<file path="src/ctm_pkg.sv">
// Package for the compact timer: register map, fields, modes, reset values.
// Assumes a 32-bit Avalon-MM slave with word-aligned registers.
package ctm_pkg;

  localparam int CNT_W = 10;
  localparam int RP_W  = 3;

  // Byte addresses of the registers
  localparam logic [3:0] ADDR_CTRL0   = 4'h0;
  localparam logic [3:0] ADDR_MODECTL = 4'h4;
  localparam logic [3:0] ADDR_CMPA    = 4'h8;
  localparam logic [3:0] ADDR_COUNT   = 4'hC;

  // Control register 0 fields
  localparam int C0_RUN_ON   = 3;
  localparam int C0_PERIOD_L = 0;
  localparam int C0_TICK     = 4;
  localparam int C0_AFLAG    = 8;
  localparam int C0_PFLAG    = 9;

  // Mode/output control fields
  localparam int MC_MODE_L   = 6;
  localparam int MC_PIN_L    = 4;
  localparam int MC_LEVEL    = 3;
  localparam int MC_INVERT   = 2;
  localparam int MC_SWAP     = 1;
  localparam int MC_CLRSEL   = 0;

  localparam logic [7:0]       MODECTL_RESET = 8'h00;
  localparam logic [CNT_W-1:0] CMPA_RESET    = 10'h000;
  localparam logic [RP_W-1:0]  PERIOD_RESET  = 3'h0;
  localparam logic [CNT_W-1:0] COUNT_MAX     = 10'h3FF;
  localparam logic [CNT_W-1:0] COUNT_ZERO    = 10'h000;

  typedef enum logic [1:0] {
    MODE_COMPARE = 2'h0,
    MODE_UNDEF   = 2'h1,
    MODE_PWM     = 2'h2,
    MODE_TIMER   = 2'h3
  } op_mode_t;

  typedef enum logic [1:0] {
    PIN_KEEP   = 2'h0,
    PIN_LOW    = 2'h1,
    PIN_HIGH   = 2'h2,
    PIN_TOGGLE = 2'h3
  } pin_action_t;

  // Period compare code to 11-bit period; code 0 means full 1024
  function automatic logic [CNT_W:0] period_ticks(input logic [RP_W-1:0] code);
    period_ticks = (code == 3'h0) ? 11'h400 : {1'b0, code, 7'h00};
  endfunction

endpackage

</file>
<file path="src/ctm_pin_action.sv">
// Compare-mode pin action decoder.
// Assumes caller applies it only on a comparator A flag.
`timescale 1ns/10ps
module ctm_pin_action (
  input  wire logic                 curLevel,
  input  wire ctm_pkg::pin_action_t action,
  output logic                      nextLevel
);
  import ctm_pkg::*;

  always_comb begin
    unique case (action)
      PIN_KEEP:   nextLevel = curLevel;
      PIN_LOW:    nextLevel = 1'b0;
      PIN_HIGH:   nextLevel = 1'b1;
      PIN_TOGGLE: nextLevel = ~curLevel;
    endcase
  end
endmodule

</file>
<file path="src/ctm_pwm_level.sv">
// PWM raw level: active while count below duty, 100% when duty reaches period.
// Assumes duty and period already chosen by the swap bit.
`timescale 1ns/10ps
module ctm_pwm_level (
  input  wire logic [10:0] count,
  input  wire logic [10:0] duty,
  input  wire logic [10:0] period,
  output logic             active
);
  assign active = (duty >= period) || (count < duty);
endmodule

</file>
<file path="src/ctm_timer.sv">
// Compact 10-bit timer: mode/output control, counter, comparators, output pin.
// Assumes count tick input pulses once per selected timer clock.
//
// Contract
// Mode 00 compare, 10 PWM, 11 timer
// Software stops timer before changing mode
// Timer mode leaves output pin undriven
// Compare mode pin action on A match
// PWM pin field: inactive, active, waveform
// Same level as initial gives no change
// Run bit rise restores initial pin level
// Change PWM pin field only when stopped
// Level bit: initial or active level
// Invert bit flips pin except timer mode
// Swap bit exchanges period and duty sources
// Clear select: A match, or P/overflow
// Overflow clear only when period code zero
// PWM ignores clear select bit
// Clear-select 0 raises both flags
// Clear-select 1 never raises P flag
// A zero with A-clear: overflow, no flag
// Only A flag events change the pin
// Timer mode counts like compare mode
// PWM raises both flags separately
// Period 128 times code, 000 gives 1024
// Swapped: duty in 128 steps, 000 is 1024
// Duty at or above period gives 100%
// 10-bit up counter, cleared on run rise
// P compares top three bits, A all
// PWM active while count below duty
`timescale 1ns/10ps
module ctm_timer (
  input  wire logic        mclk,
  input  wire logic        rst,
  input  wire logic        countTick,
  input  wire logic [3:0]  avs_address,
  input  wire logic        avs_read,
  input  wire logic        avs_write,
  input  wire logic [31:0] avs_writedata,
  input  wire logic [3:0]  avs_byteenable,
  output logic [31:0]      avs_readdata,
  output logic             avs_waitrequest,
  output logic             timerOutputPin,
  output logic             timerOutputPinOe,
  output logic             compareAFlag,
  output logic             comparePFlag
);
  import ctm_pkg::*;

  ////////////////////////////////////////////////////////////////////////
  // Registers
  logic [7:0]       modeCtl_r;
  logic [RP_W-1:0]  periodCmp_r;
  logic             runOn_r;
  logic             runOnDly_r;
  logic [CNT_W-1:0] compareA_r;
  logic [CNT_W-1:0] count_r;
  logic             aFlag_r;
  logic             pFlag_r;
  logic             level_r;
  logic             ack_r;
  logic             waitReq_r;
  logic [31:0]      rdata_r;
  logic             pin_r;
  logic             pinOe_r;

  op_mode_t    mode;
  pin_action_t pinAct;
  logic        initLevel;
  logic        invert;
  logic        swapDp;
  logic        clrSel;
  assign mode      = op_mode_t'(modeCtl_r[MC_MODE_L+1:MC_MODE_L]);
  assign pinAct    = pin_action_t'(modeCtl_r[MC_PIN_L+1:MC_PIN_L]);
  assign initLevel = modeCtl_r[MC_LEVEL];
  assign invert    = modeCtl_r[MC_INVERT];
  assign swapDp    = modeCtl_r[MC_SWAP];
  assign clrSel    = modeCtl_r[MC_CLRSEL];

  ////////////////////////////////////////////////////////////////////////
  // Avalon slave: one wait cycle, answer when ack_r is high
  logic req;
  logic wrTake;
  logic clrA;
  logic clrP;
  assign req    = avs_read | avs_write;
  assign wrTake = avs_write & ack_r;
  assign clrA   = wrTake && avs_address == ADDR_CTRL0 && avs_byteenable[1]
                  && !avs_writedata[C0_AFLAG];
  assign clrP   = wrTake && avs_address == ADDR_CTRL0 && avs_byteenable[1]
                  && !avs_writedata[C0_PFLAG];

  // Wait flag kept in its own flop so the port comes straight from a register
  always_ff @(posedge mclk or posedge rst) begin
    if (rst) begin
      ack_r     <= 1'b0;
      waitReq_r <= 1'b1;
    end else begin
      ack_r     <= req & ~ack_r;
      waitReq_r <= ~(req & ~ack_r);
    end
  end
  assign avs_waitrequest = waitReq_r;

  always_ff @(posedge mclk or posedge rst) begin
    if (rst) begin
      modeCtl_r   <= MODECTL_RESET;
      periodCmp_r <= PERIOD_RESET;
      runOn_r     <= 1'b0;
      compareA_r  <= CMPA_RESET;
    end else if (wrTake) begin
      unique case (avs_address)
        ADDR_CTRL0: begin
          if (avs_byteenable[0]) begin
            runOn_r     <= avs_writedata[C0_RUN_ON];
            periodCmp_r <= avs_writedata[C0_PERIOD_L+RP_W-1:C0_PERIOD_L];
          end
        end
        ADDR_MODECTL: begin
          if (avs_byteenable[0]) begin
            modeCtl_r <= avs_writedata[7:0];
          end
        end
        ADDR_CMPA: begin
          if (avs_byteenable[0]) begin
            compareA_r[7:0] <= avs_writedata[7:0];
          end
          if (avs_byteenable[1]) begin
            compareA_r[9:8] <= avs_writedata[9:8];
          end
        end
        default: begin
        end
      endcase
    end
  end

  always_ff @(posedge mclk or posedge rst) begin
    if (rst) begin
      rdata_r <= 32'h0000_0000;
    end else if (avs_read & ~ack_r) begin
      unique case (avs_address)
        ADDR_CTRL0:   rdata_r <= {22'h0, pFlag_r, aFlag_r, 4'h0, runOn_r, periodCmp_r};
        ADDR_MODECTL: rdata_r <= {24'h0, modeCtl_r};
        ADDR_CMPA:    rdata_r <= {22'h0, compareA_r};
        ADDR_COUNT:   rdata_r <= {22'h0, count_r};
        default:      rdata_r <= 32'h0000_0000;
      endcase
    end
  end
  assign avs_readdata = rdata_r;

  ////////////////////////////////////////////////////////////////////////
  // Counter and comparators
  logic runRise;
  logic advance;
  logic matchA;
  logic matchP;
  logic atMax;
  logic pwmMode;
  logic clearOnA;
  logic counterClr;
  logic raiseA;
  logic raiseP;

  assign runRise = runOn_r & ~runOnDly_r;
  assign advance = runOn_r & countTick & ~runRise;
  assign pwmMode = (mode == MODE_PWM);
  assign atMax   = (count_r == COUNT_MAX);
  assign matchA  = advance && (compareA_r != COUNT_ZERO)
                   && (count_r + 10'h001 == compareA_r);
  assign matchP  = advance && (periodCmp_r != PERIOD_RESET)
                   && (count_r[9:7] + 3'h1 == periodCmp_r) && (count_r[6:0] == 7'h7F);

  // PWM: swap decides period source; otherwise clear select
  assign clearOnA   = pwmMode ? swapDp : clrSel;
  assign counterClr = clearOnA ? matchA
                              : (matchP || (advance && atMax && periodCmp_r == PERIOD_RESET));
  assign raiseA     = matchA;
  assign raiseP     = matchP && !(clrSel && !pwmMode);

  always_ff @(posedge mclk or posedge rst) begin
    if (rst) begin
      runOnDly_r <= 1'b0;
    end else begin
      runOnDly_r <= runOn_r;
    end
  end

  always_ff @(posedge mclk or posedge rst) begin
    if (rst) begin
      count_r <= COUNT_ZERO;
    end else if (runRise) begin
      count_r <= COUNT_ZERO;
    end else if (counterClr || (advance && atMax)) begin
      count_r <= COUNT_ZERO;
    end else if (advance) begin
      count_r <= count_r + 10'h001;
    end
  end

  // Hardware set wins over software clear
  always_ff @(posedge mclk or posedge rst) begin
    if (rst) begin
      aFlag_r <= 1'b0;
      pFlag_r <= 1'b0;
    end else begin
      aFlag_r <= raiseA | (aFlag_r & ~clrA);
      pFlag_r <= raiseP | (pFlag_r & ~clrP);
    end
  end
  assign compareAFlag = aFlag_r;
  assign comparePFlag = pFlag_r;

  ////////////////////////////////////////////////////////////////////////
  // Output pin
  logic nextLevel;
  logic pwmActive;
  logic [10:0] periodFull;
  logic [10:0] dutyFull;
  logic [10:0] periodA;
  logic [10:0] pwmPeriod;
  logic [10:0] pwmDuty;
  logic        pwmRaw;
  logic        pinNxt;

  ctm_pin_action u_action (
    .curLevel  (level_r),
    .action    (pinAct),
    .nextLevel (nextLevel)
  );

  assign periodFull = period_ticks(periodCmp_r);
  assign periodA    = (compareA_r == COUNT_ZERO) ? 11'h400 : {1'b0, compareA_r};
  assign dutyFull   = {1'b0, compareA_r};
  assign pwmPeriod  = swapDp ? periodA : periodFull;
  assign pwmDuty    = swapDp ? periodFull : dutyFull;

  ctm_pwm_level u_pwm (
    .count  ({1'b0, count_r}),
    .duty   (pwmDuty),
    .period (pwmPeriod),
    .active (pwmActive)
  );

  always_ff @(posedge mclk or posedge rst) begin
    if (rst) begin
      level_r <= 1'b0;
    end else if (runRise) begin
      level_r <= initLevel;
    end else if (mode == MODE_COMPARE && raiseA) begin
      level_r <= nextLevel;
    end
  end

  always_comb begin
    unique case (pinAct)
      PIN_KEEP:  pwmRaw = ~initLevel;
      PIN_LOW:   pwmRaw = initLevel;
      PIN_HIGH:  pwmRaw = pwmActive ? initLevel : ~initLevel;
      default:   pwmRaw = ~initLevel;
    endcase
    pinNxt = (pwmMode ? pwmRaw : level_r) ^ invert;
  end

  always_ff @(posedge mclk or posedge rst) begin
    if (rst) begin
      pin_r   <= 1'b0;
      pinOe_r <= 1'b0;
    end else begin
      pin_r   <= pinNxt;
      pinOe_r <= (mode == MODE_COMPARE) || pwmMode;
    end
  end
  assign timerOutputPin   = pin_r;
  assign timerOutputPinOe = pinOe_r;

  ////////////////////////////////////////////////////////////////////////
  // Checks
  AST_RUN_CLEARS: assert property (@(posedge mclk) disable iff (rst)
    runRise |=> count_r == COUNT_ZERO) else $error("count not cleared on run");
  AST_INIT_LEVEL: assert property (@(posedge mclk) disable iff (rst)
    runRise |=> level_r == $past(initLevel)) else $error("initial level not set");
  AST_NO_P_CLRSEL: assert property (@(posedge mclk) disable iff (rst)
    (!pwmMode && clrSel && !$past(pFlag_r) && !pFlag_r) |=> !pFlag_r || $past(pwmMode)
    ) else $error("P flag with clear on A");
  AST_TIMER_NO_OE: assert property (@(posedge mclk) disable iff (rst)
    mode == MODE_TIMER |=> !pinOe_r) else $error("pin driven in timer mode");
  AST_A_FLAG: assert property (@(posedge mclk) disable iff (rst)
    raiseA |=> aFlag_r) else $error("A flag missed");
  AST_P_FLAG: assert property (@(posedge mclk) disable iff (rst)
    (matchP && pwmMode) |=> pFlag_r) else $error("P flag missed in PWM");
  AST_PIN_ONLY_A: assert property (@(posedge mclk) disable iff (rst)
    (mode == MODE_COMPARE && !raiseA && !runRise) |=> $stable(level_r))
    else $error("pin changed without A flag");
  AST_INVERT: assert property (@(posedge mclk) disable iff (rst)
    (mode == MODE_COMPARE)
    |=> pin_r == ($past(level_r) ^ $past(invert))) else $error("pin polarity wrong");
  AST_FULL_DUTY: assert property (@(posedge mclk) disable iff (rst)
    (pwmMode && pinAct == PIN_HIGH && pwmDuty >= pwmPeriod)
    |=> pin_r == ($past(initLevel) ^ $past(invert))) else $error("full duty not held");

  ////////////////////////////////////////////////////////////////////////
  // Register, counter, flag and pin checks per mode
  AST_MODE_WRITE: assert property (@(posedge mclk) disable iff (rst)
    (wrTake && avs_address == ADDR_MODECTL && avs_byteenable[0])
    |=> modeCtl_r == $past(avs_writedata[7:0])) else $error("mode register write lost");
  AST_OE_DRIVEN: assert property (@(posedge mclk) disable iff (rst)
    (mode == MODE_COMPARE || pwmMode)
    |=> pinOe_r) else $error("pin not driven in output mode");
  AST_CLR_ON_A: assert property (@(posedge mclk) disable iff (rst)
    (!pwmMode && clrSel && matchA)
    |=> count_r == COUNT_ZERO) else $error("count not cleared on A match");
  AST_A_NO_CLEAR: assert property (@(posedge mclk) disable iff (rst)
    (!pwmMode && !clrSel && matchA && !matchP)
    |=> count_r == $past(count_r) + 10'h001) else $error("A match cleared count");
  AST_CLR_ON_P: assert property (@(posedge mclk) disable iff (rst)
    (!pwmMode && !clrSel && matchP)
    |=> count_r == COUNT_ZERO) else $error("count not cleared on P match");
  AST_OVF_CLEAR: assert property (@(posedge mclk) disable iff (rst)
    (advance && atMax)
    |=> count_r == COUNT_ZERO) else $error("no clear at overflow");
  AST_NO_A_ZERO: assert property (@(posedge mclk) disable iff (rst)
    (compareA_r == COUNT_ZERO && !aFlag_r)
    |=> !aFlag_r) else $error("A flag with zero compare");
  AST_P_IN_CMP: assert property (@(posedge mclk) disable iff (rst)
    (!pwmMode && !clrSel && matchP)
    |=> pFlag_r) else $error("P flag missed in compare mode");
  AST_PWM_PERIOD: assert property (@(posedge mclk) disable iff (rst)
    (pwmMode && !swapDp && matchP)
    |=> count_r == COUNT_ZERO) else $error("PWM period not closed by P");
  AST_SWAP_PERIOD: assert property (@(posedge mclk) disable iff (rst)
    (pwmMode && swapDp && matchA)
    |=> count_r == COUNT_ZERO) else $error("swapped period not closed by A");
  AST_PWM_FORCE_OFF: assert property (@(posedge mclk) disable iff (rst)
    (pwmMode && pinAct == PIN_KEEP)
    |=> pin_r != ($past(initLevel) ^ $past(invert))) else $error("inactive level lost");
  AST_PWM_FORCE_ON: assert property (@(posedge mclk) disable iff (rst)
    (pwmMode && pinAct == PIN_LOW)
    |=> pin_r == ($past(initLevel) ^ $past(invert))) else $error("active level lost");
  AST_PWM_WAVE: assert property (@(posedge mclk) disable iff (rst)
    (pwmMode && pinAct == PIN_HIGH && pwmActive)
    |=> pin_r == ($past(initLevel) ^ $past(invert))) else $error("PWM active part wrong");
  AST_PIN_TOGGLE: assert property (@(posedge mclk) disable iff (rst)
    (mode == MODE_COMPARE && raiseA && pinAct == PIN_TOGGLE)
    |=> level_r != $past(level_r)) else $error("toggle on A match missed");
  COV_CMP_A: cover property (@(posedge mclk) disable iff (rst) raiseA && mode == MODE_COMPARE);
  COV_PWM_P: cover property (@(posedge mclk) disable iff (rst) raiseP && pwmMode);
  COV_OVF:   cover property (@(posedge mclk) disable iff (rst) advance && atMax);
  COV_SWAP:  cover property (@(posedge mclk) disable iff (rst) pwmMode && swapDp && matchA);
  COV_TOGL:  cover property (@(posedge mclk) disable iff (rst) raiseA && pinAct == PIN_TOGGLE);
endmodule

</file>
<file path="config.mk">
export PLATFORM = sky130hd
export DESIGN_NAME = ctm_timer
export DESIGN_NICKNAME = d
export VERILOG_FILES = /design/src/ctm_pkg.sv /design/src/ctm_pin_action.sv /design/src/ctm_pwm_level.sv /design/src/ctm_timer.sv
export SDC_FILE = /design/constraint.sdc
export NUM_CORES = 1
export LEC_CHECK = 0
export ABC_CLOCK_PERIOD_IN_PS = 2400
export BUFFER_PORTS_ARGS = -buffer_cell sky130_fd_sc_hd__buf_2
export CAP_MARGIN = 10
export CORE_AREA = 2 2 140 88
export CTS_BUF_LIST = sky130_fd_sc_hd__clkbuf_4 sky130_fd_sc_hd__clkbuf_8 sky130_fd_sc_hd__clkbuf_16
export CTS_CLUSTER_DIAMETER = 30
export DETAILED_ROUTE_END_ITERATION = 10
export DIE_AREA = 0 0 142 90
export PLACE_DENSITY_LB_ADDON = 0.1
export SYNTH_ARGS = -nofsm -noshare
export SYNTH_HDL_FRONTEND = slang
export SYNTH_SLANG_ARGS = --single-unit
</file>
<file path="constraint.sdc">
create_clock -name mclk -period 2.4 [get_ports mclk]
set_clock_uncertainty 0.1 [all_clocks]
set_input_delay 0.48 -clock mclk [delete_from_list [all_inputs] [get_ports mclk]]
set_output_delay 0.48 -clock mclk [all_outputs]
set_load 0.03 [all_outputs]
</file>
==> results of run 1 <==
==> logic make-up after synthesis <==
logic type	Yosys count	share of synthesized area (%)
buffers and inverters	54	10.0
AND/OR/NAND/NOR	96	16.5
flip-flops	50	35.9
XOR/XNOR	14	3.51
AO/OA/AOI/OAI	74	14.8
other	1	0.107
multiplexers	35	12.4
adder cells (fa/ha/maj)	19	6.81
==> routing by layer <==
layer  vias up  routed length, um
li1       1425                  -
met1      1422               6020
met2        57               3970
met3         7                569
met4         0                 42
met5         -                  0
==> synth_stat cells (7+ instances only) <==
master,instances
nor3_1,8
nand2_1,24
o21ai_0,20
ha_1,19
nor2_1,12
mux2_2,24
dfrtp_1,49
inv_1,13
xnor2_1,10
nand3_1,13
buf_4,25
a31oi_1,17
mux2i_1,7
==> final cells by class <==
class                           count  area, um^2  share of cell area (%)
Multi-Input combinational cell    261        2150                    46.9
Sequential cell                    50        1250                    27.4
Clock buffer                        5         125                    2.73
Tap cell                          148         185                    4.04
Clock inverter                      3        43.8                   0.956
Inverter                           14        55.1                    1.20
Timing Repair Buffer              110         771                    16.8
==> power by group through the flow <==
| stage | clock network (W) | logic, W | registers [W] |
|---|---|---|---|
| floorplan | 0 | 0.000498 | 0.00105 |
| global placement | 0 | 0.000844 | 0.00101 |
| detailed placement | 0 | 0.000849 | 0.00101 |
| CTS | 0.000877 | 0.000950 | 0.00101 |
| global route | 0.000907 | 0.00105 | 0.00102 |
| finish | 0.000850 | 0.000964 | 0.00101 |
==> through the flow <==
stage | power, W | hold slack, ns | setup slack (ns) | TNS [ns] | instance area (um^2)
finish | 0.00283 | 0.132 | -0.303 | -0.303 | 4580
global route | 0.00298 | 0.179 | -0.493 | -1.78 | 4580
CTS | 0.00283 | 0.149 | -0.265 | -0.265 | 4550
detailed placement | 0.00186 | 0.369 | -0.386 | -0.421 | 4180
global placement | 0.00186 | 0.366 | -0.425 | -0.507 | 4180
floorplan | 0.00155 | 0.336 | -0.0101 | -0.0101 | 3590
==> sequential cells by signal, summed over array words and instances (netlist names) <==
| signal | cells |
|---|---|
| compareAFlag | 1 |
| timerOutputPin | 1 |
| compareA_r | 10 |
| avs_waitrequest | 1 |
| timerOutputPinOe | 1 |
| runOn_r | 1 |
| avs_readdata | 10 |
| modeCtl_r | 8 |
| comparePFlag | 1 |
| periodCmp_r | 3 |
| level_r | 1 |
| ack_r | 1 |
| count_r | 10 |
| runOnDly_r | 1 |
==> worst max path at each step <==
| stage | slack (ns) | end |
|---|---|---|
| 2_1_floorplan | -0.01 | timerOutputPin |
| 3_3_place_gp | -0.42 | timerOutputPin |
| 3_5_place_dp | -0.39 | timerOutputPin |
| 4_1_cts | -0.26 | timerOutputPin |
| 5_1_grt | -0.49 | timerOutputPin |
| 6_report | -0.30 | timerOutputPin |
==> worst register-to-register path, delay by kind of cell, from the launching register on <==
kind	cells	cell delay [ns]
flip-flops	1	0.44
AND/OR/NAND/NOR	2	0.18
XOR/XNOR	1	0.11
adder cells (fa/ha/maj)	1	0.22
buffers and inverters	3	0.40
multiplexers	1	0.19
AO/OA/AOI/OAI	4	0.94
==> repair_timing <==
action,CTS,global route
setup endpoints to repair,3,12
buffers inserted,6,1
endpoints found under the hold margin,0,0
pin swaps,17,1
gates resized for setup,25,5
gates cloned,1,0
==> results.toml, run 1 <==
[timing]
finalSetupViolCount = 1
rsz0062_at_grt = "yes"
setup_ws_ns = -0.303
drv_slew = 0
tightest_slew_ns = 0.909
hold_viol = 0
fin_crit_ns = 2.70
relSlewSlack_pct = 39.0
fin_crit_sh_pct = 113
fmax_mhz = 370

[global_routing]
grt-ovfl-total = 0
grt_pass1_wl_um = 17200
use_met1_pct = 30.1
grt_max_degree = 28
grt_pass1_vias = 2946
grt_busiest_layer = "met1"
met2_usage_pct = 22.7
track_usage_pct = 17.6
antenna_found_initial = 0
grt_util_met3_pct = 2.82

[routing]
num_vias = 2911
drc_errors = 0
wire_per_inst_um = 17.9
drtIter0Drc = 196
finalWirelength_um = 10600
antenna_left = 0
first_pass_iters = 5
vias_per_cell = 4.93

[floorplan]
die_area_um2 = 12800
core_area_um2 = 11600
rows = 31
initial_utilization_pct = 30.1
die_w_um = 142
die_y_um = 90
ios = 82

[power_and_ir_drop]
pwr_density_cell_nw_per_um2 = 617
power_frac_clock_pct = 30.1
internal_power_w = 0.00188
swShare_pct = 33.5
ir_worst_vdd_uv = 276
seqPwrFrac_pct = 35.8
power_frac_comb_pct = 34.1
power_leakage_nw = 2.15
switching_power_w = 0.000947

[placement]
dp_hpwl_um = 8470
dp_cells = 575
gp_congestion = 0.805
port_buffers = 35

[clock_network]
root_buffer = "clkbuf_16"
cts.sinks = 50
clk_latency_ns = 0.30
cts_tree = "yes"
h-tree-depth = 2
clock_path_buffers = 2
ctsHoldBuffers = 0
clkTransAtPathRegs_ns = 0.07
cts_buffers = 5

[final_layout]
finish.utilization_pct = 39.5
diodes = 0
instances_no_fill = 591
nNetsFinal = 506
final_cell_mix = "buf_4, dfrtp_1, buf_2, nand2_1, mux2_2"
area_growth_pct = 31.3
mostFrequentLayoutCell = "buf_4"
fillers = 1142
drive_gt1_share_pct = 41.5

[synth]
synthTopCellsByArea = "dfrtp_1, mux2_2, ha_1"
yosysUniqueCellTypes = 63
synth.avg_cell_area_um2 = 10.2
async_flop_share_pct = 100
synth_top_area_share_pct = 35.1
synth_area_um2 = 3490
ys_ff_latch = 50
synthFlopType = "dfrtp_1"
synthCells = 343
ys_warn_count = 0
netlist.top_cell.by_area = "dfrtp_1"
synth_edf_count = 0
ys_seq_area_share_pct = 35.9

[worst_setup_path]
critPathRequiredTime_ns = 2.48
r2r_cells = 12
critical-path-top-delay-family = "compound AO/OA/AOI/OAI gates"
crit_path_max_incr_delay_ns = 0.44
path_max_fanout = 4
worstSetupPathType = "reg -> reg"
r2r-end = "timerOutputPin"
start_kind = "flip-flop"
r2r_start = "modeCtl_r[1]"
r2r_slack_ns = -0.30
cp-startpoint = "modeCtl_r[1]"
critPathMostFrequentCell = "buf_4"
crit_arrival_ns = 2.78
crit_buf_inv = 3
end_kind = "flip-flop"
crit_slowest_cell = "dfrtp_2"
crit_path_cell_trace = "buf_4, mux2i_2, inv_1, ha_4, nor4b_2, a221oi_1, o211ai_1, a31oi_1, buf_4, nor2_2, o41ai_2, xnor2_1"
path_depth = 12

[run_status]
violations = "setup timing"
status = "finished, violations left"

[job]
drv_cap = 0

[min_path]
hold_path_class = "in -> async"
(Power assumes the default switching activity.)
==> run 2: changes to the inputs <==
Settings changed: PLACE_DENSITY set to 0.64, PLACE_DENSITY_LB_ADDON 0.1 to unset.
==> results.toml, run 2 (synthesis gave the netlist of run 1 again) <==
[routing]
drtIter0Drc = 183
antenna_left = 0
finalWirelength_um = 10100
first_pass_iters = 5
num_vias = 2986
vias_per_cell = 5.20
drc_errors = 0
wire_per_inst_um = 17.7

[final_layout]
instances_no_fill = 574
drive_gt1_share_pct = 39.0
diodes = 0
fillers = 1122
mostFrequentLayoutCell = "buf_4"
area_growth_pct = 25.4
nNetsFinal = 489
finish.utilization_pct = 37.8
final_cell_mix = "buf_4, dfrtp_1, buf_2, mux2_2, nand2_1"

[run_status]
status = "finished, violations left"
violations = "setup timing"

[power_and_ir_drop]
power_leakage_nw = 2.03
ir_worst_vdd_uv = 334
pwr_density_cell_nw_per_um2 = 632

[worst_setup_path]
worstSetupPathType = "reg -> reg"
end_kind = "flip-flop"
start_kind = "flip-flop"
crit_path_max_incr_delay_ns = 0.39
path_max_fanout = 2
crit_buf_inv = 0
r2r_slack_ns = -0.36
crit_slowest_cell = "dfrtp_1"
critPathMostFrequentCell = "nor2_1"
crit_arrival_ns = 2.83
critPathRequiredTime_ns = 2.48
crit_path_cell_trace = "nor4_2, nand3_1, nor2_1, a21oi_1, ha_1, a211oi_2, o211ai_1, a31oi_2, nor2_1, o41ai_2, xnor2_1"
r2r_start = "compareA_r[6]"
critical-path-top-delay-family = "compound AO/OA/AOI/OAI gates"
cp-startpoint = "compareA_r[6]"

[placement]
port_buffers = 35
gp_congestion = 0.915
dp_hpwl_um = 7780
dp_cells = 560

[timing]
hold_viol = 0
tightest_slew_ns = 0.784
fin_crit_sh_pct = 115
fin_crit_ns = 2.76
setup_ws_ns = -0.355
finalSetupViolCount = 1
rsz0062_at_grt = "yes"
drv_slew = 0
hold_ws_ns = 0.101
finalSetupTns_ns = -0.355
fmax_mhz = 363
relSlewSlack_pct = 47.2

[floorplan]
die_area_um2 = 12800
core_area_um2 = 11600
rows = 31
die_w_um = 142
die_y_um = 90
initial_utilization_pct = 30.1
ios = 82

[global_routing]
grt-ovfl-total = 0
grt_max_degree = 25
antenna_found_initial = 0
track_usage_pct = 16.1
grt_pass1_vias = 2891
grt_pass1_wl_um = 16000

[clock_network]
clk_latency_ns = 0.30
clock_path_buffers = 2
ctsHoldBuffers = 0
root_buffer = "clkbuf_16"
cts.sinks = 50
clkTransAtPathRegs_ns = 0.07
cts_tree = "yes"
cts_buffers = 5
h-tree-depth = 2

[min_path]
hold_path_class = "in -> async"

[job]
drv_cap = 0
## run 2: per-stage QoR
| stage | total power [W] | area [um^2] | setup slack [ns] |
|---|---|---|---|
| 2_1_floorplan | 0.00155 | 3590 | -0.0101 |
| 3_3_place_gp | 0.00181 | 4040 | -0.349 |
| 3_5_place_dp | 0.00183 | 4040 | -0.486 |
| 4_1_cts | 0.00276 | 4360 | -0.310 |
| 5_1_grt | 0.00288 | 4380 | -0.548 |
| 6_report | 0.00277 | 4380 | -0.355 |
## run 2: path summary, 6_finish.rpt
path / end / cells past startpoint
worst max register to register: timerOutputPin / 11
max in group asynchronous: periodCmp_r[2] / 3
min in group mclk: modeCtl_r[7] / 2
worst max-delay path: timerOutputPin / 11
worst min register to register: avs_readdata[6] / 2
worst min-delay path: modeCtl_r[5] / 2
## run 2: layout make-up
cell class / count / area, um^2 / area share (%)
clock inverters: 3 / 48.8 / 1.11
clock buffers: 5 / 125 / 2.86
inverters: 14 / 52.6 / 1.20
well taps: 148 / 185 / 4.23
flip-flops and latches: 50 / 1250 / 28.6
repair buffers: 92 / 607 / 13.9
multi-input cells: 262 / 2110 / 48.1
## run 2: report_power, final
group / internal, W / total, W / switching [W]
registers: 0.000926 / 0.00100 / 0.0000753
logic: 0.000407 / 0.000908 / 0.000501
clock network: 0.000500 / 0.000856 / 0.000356
total: 0.00183 / 0.00277 / 0.000932
## run 2: repair_timing
item,CTS,global route
endpoints found under the hold margin,0,0
gates resized for setup,16,4
pin swaps,11,17
buffers inserted,3,1
setup endpoints to repair,11,13
gates cloned,2,0
## run 2: routing by layer
metal / global-route usage, % / share of wire, % / up-vias
met2: 21.5 / 41 / 95
met1: 26.6 / 52 / 1500
li1: - / - / 1389
met4: 1.50 / 0.13 / 0
met3: 3.46 / 6.2 / 2
met5: 0 / 0 / -
==> run 3: changes to the inputs <==
Settings changed: ABC_AREA set to 1, CORE_AREA 2 2 140 88 to 2 2 141 88, DIE_AREA 0 0 142 90 to 0 0 143 90.
==> results.toml, run 3 <==
[synth]
synth_top_area_share_pct = 34.7
ys_seq_area_share_pct = 35.4
synth_edf_count = 0
synth.avg_cell_area_um2 = 7.33
ys_warn_count = 0
synth_area_um2 = 3540
ys_ff_latch = 50
synth_commonest_cells = "nand2_1, inv_1, dfrtp_1, o21ai_0, nor2_1"
synthFlopType = "dfrtp_1"
synth_most_common_cell = "nand2_1"
synthTopCellsByArea = "dfrtp_1, nand2_1, ha_1"
yosysUniqueCellTypes = 39
netlist.top_cell.by_area = "dfrtp_1"
synthCells = 483
async_flop_share_pct = 100

[min_path]
hold_path_class = "in -> async"

[timing]
fmax_mhz = 437
relSlewSlack_pct = 54.3
finalSetupTns_ns = 0
finalSetupViolCount = 0
tightest_slew_ns = 0.686
rsz0062_at_grt = "yes"
fin_crit_ns = 2.29
drv_slew = 0
hold_viol = 0
fin_crit_sh_pct = 95.4

[worst_setup_path]
critPathRequiredTime_ns = 2.50
cp-startpoint = "periodCmp_r[2]"
crit_buf_inv = 1
worstSetupPathType = "reg -> reg"
critPathMostFrequentCell = "nand2_1"
end_kind = "flip-flop"
crit_slowest_cell = "dfrtp_1"
r2r_cells = 15
r2r_slack_ns = 0.11
path_depth = 15
crit_path_cell_trace = "or2_2, o21ai_0, inv_1, ha_1, nand2_4, o21a_1, nand2_1, nor2_2, nand3_1, nand3_1, nand2_1, nand2_1, nand2_1, nand2_1, nand2_1"
critPathCapture = "timerOutputPin"
crit_arrival_ns = 2.39
critical-path-top-delay-family = "simple AND/OR/NAND/NOR gates"
r2r_start = "periodCmp_r[2]"
path_max_fanout = 4
start_kind = "flip-flop"
crit_path_max_incr_delay_ns = 0.44
r2r-end = "timerOutputPin"

[routing]
drtIter0Drc = 298
vias_per_cell = 4.74
drc_errors = 0
first_pass_iters = 5
num_vias = 3437
antenna_left = 0
wire_per_inst_um = 15.0
finalWirelength_um = 10900

[power_and_ir_drop]
internal_power_w = 0.00170
swShare_pct = 37.9
power_frac_clock_pct = 27.7
ir_worst_vdd_uv = 346
switching_power_w = 0.00104
seqPwrFrac_pct = 37.4
pwr_density_cell_nw_per_um2 = 627
finalPower_w = 0.00274
power_leakage_nw = 2.16
power_frac_comb_pct = 34.9

[global_routing]
grt_pass1_wl_um = 16500
grt_max_degree = 51
grt_pass1_vias = 3103
track_usage_pct = 16.6
grt-ovfl-total = 0
antenna_found_initial = 0

[final_layout]
area_growth_pct = 23.6
nNetsFinal = 623
mostFrequentLayoutCell = "nand2_1"
final_cell_mix = "nand2_1, inv_1, dfrtp_1, o21ai_0, buf_4"
drive_gt1_share_pct = 26.1
diodes = 0

[floorplan]
core_area_um2 = 11700
rows = 31
initial_utilization_pct = 30.3
die_y_um = 90
die_area_um2 = 12900
ios = 82
die_w_um = 143

[clock_network]
cts.sinks = 50
root_buffer = "clkbuf_16"
clock_path_buffers = 2
clkTransAtPathRegs_ns = 0.07
clk_latency_ns = 0.30
h-tree-depth = 2
cts_buffers = 5
cts_tree = "yes"

[placement]
gp_congestion = 0.914
dp_hpwl_um = 8470
port_buffers = 35

[job]
drv_cap = 0

[run_status]
status = "finished, final reports clean"
-- run 3: final cells by class --
type                       instances  area [um^2]
sequential                        50         1250
clock buffer                       5          125
tap                              165          206
inverter                          67          253
timing repair buffer              77          494
fill                            1199         7300
multi-input combinational        358         2010
clock inverter                     3         28.8
-- run 3: kinds of logic (layout without fill, tap and decap cells) --
group | after synthesis | in the layout | share of synthesized area, %
DFF | 50 | 50 | 35.4
other | 1 | 22 | 0.106
muxes | 4 | 4 | 1.27
buffers and inverters | 97 | 152 | 12.7
adders and majority gates | 19 | 19 | 6.72
xor gates and xnor gates | 7 | 7 | 2.12
and+or+nand+nor | 218 | 219 | 27.1
AOI/OAI and AO/OA | 87 | 87 | 14.5
-- run 3: worst min path at each step --
stage | slack, ns | from | cells past startpoint | endpoint
2_1_floorplan | 0.33 | runOn_r | 0 | runOnDly_r
3_5_place_dp | 0.37 | runOn_r | 0 | runOnDly_r
5_1_grt | 0.32 | rst | 3 | modeCtl_r[6]
6_report | 0.25 | rst | 3 | modeCtl_r[7]
3_3_place_gp | 0.36 | runOn_r | 0 | runOnDly_r
4_1_cts | 0.27 | rst | 3 | modeCtl_r[7]
-- run 3: through the flow --
stage	setup WS, ns	cells	cell area (um^2)	utilization, %	hold WS (ns)
3_5_place_dp	0.0332	715	4110	35.2	0.371
4_1_cts	0.0279	723	4270	36.5	0.274
5_1_grt	-0.0434	725	4370	37.5	0.323
2_1_floorplan	0.0907	504	3620	-	0.327
6_report	0.110	725	4370	37.5	0.249
3_3_place_gp	0.0296	715	4110	35.2	0.364
-- run 3: worst reg2reg max path, delay by kind of cell (launching register included) --
kind	cells	cell delay, ns
adder cells (fa/ha/maj)	1	0.34
flip-flops	1	0.44
AO/OA/AOI/OAI	2	0.24
buffers and inverters	1	0.08
AND/OR/NAND/NOR	11	0.99
-- run 3: repair_timing --
item / 4_1_cts / 5_1_grt
cloned: 0 / 1
resized for setup: 1 / 26
endpoints found under the setup margin: 1 / 13
buffers inserted: 0 / 1
hold buffers: 0 / 0
pin swaps: 0 / 9
-- run 3: power by group through the flow --
stage,Clock (W),Combinational (W),Sequential [W]
after floorplan,0,0.000513,0.00107
after global placement,0,0.000851,0.00103
after detailed placement,0,0.000858,0.00103
after CTS,0.000774,0.000861,0.00102
after global routing,0.000805,0.00106,0.00103
final,0.000758,0.000957,0.00103
-- run 3: metal layers --
layer | global-route usage (%) | part of all wire [%]
met5 | 0 | 0
met1 | 26.9 | 51
met3 | 4.32 | 10
met2 | 21.9 | 38
met4 | 2.39 | 0.97
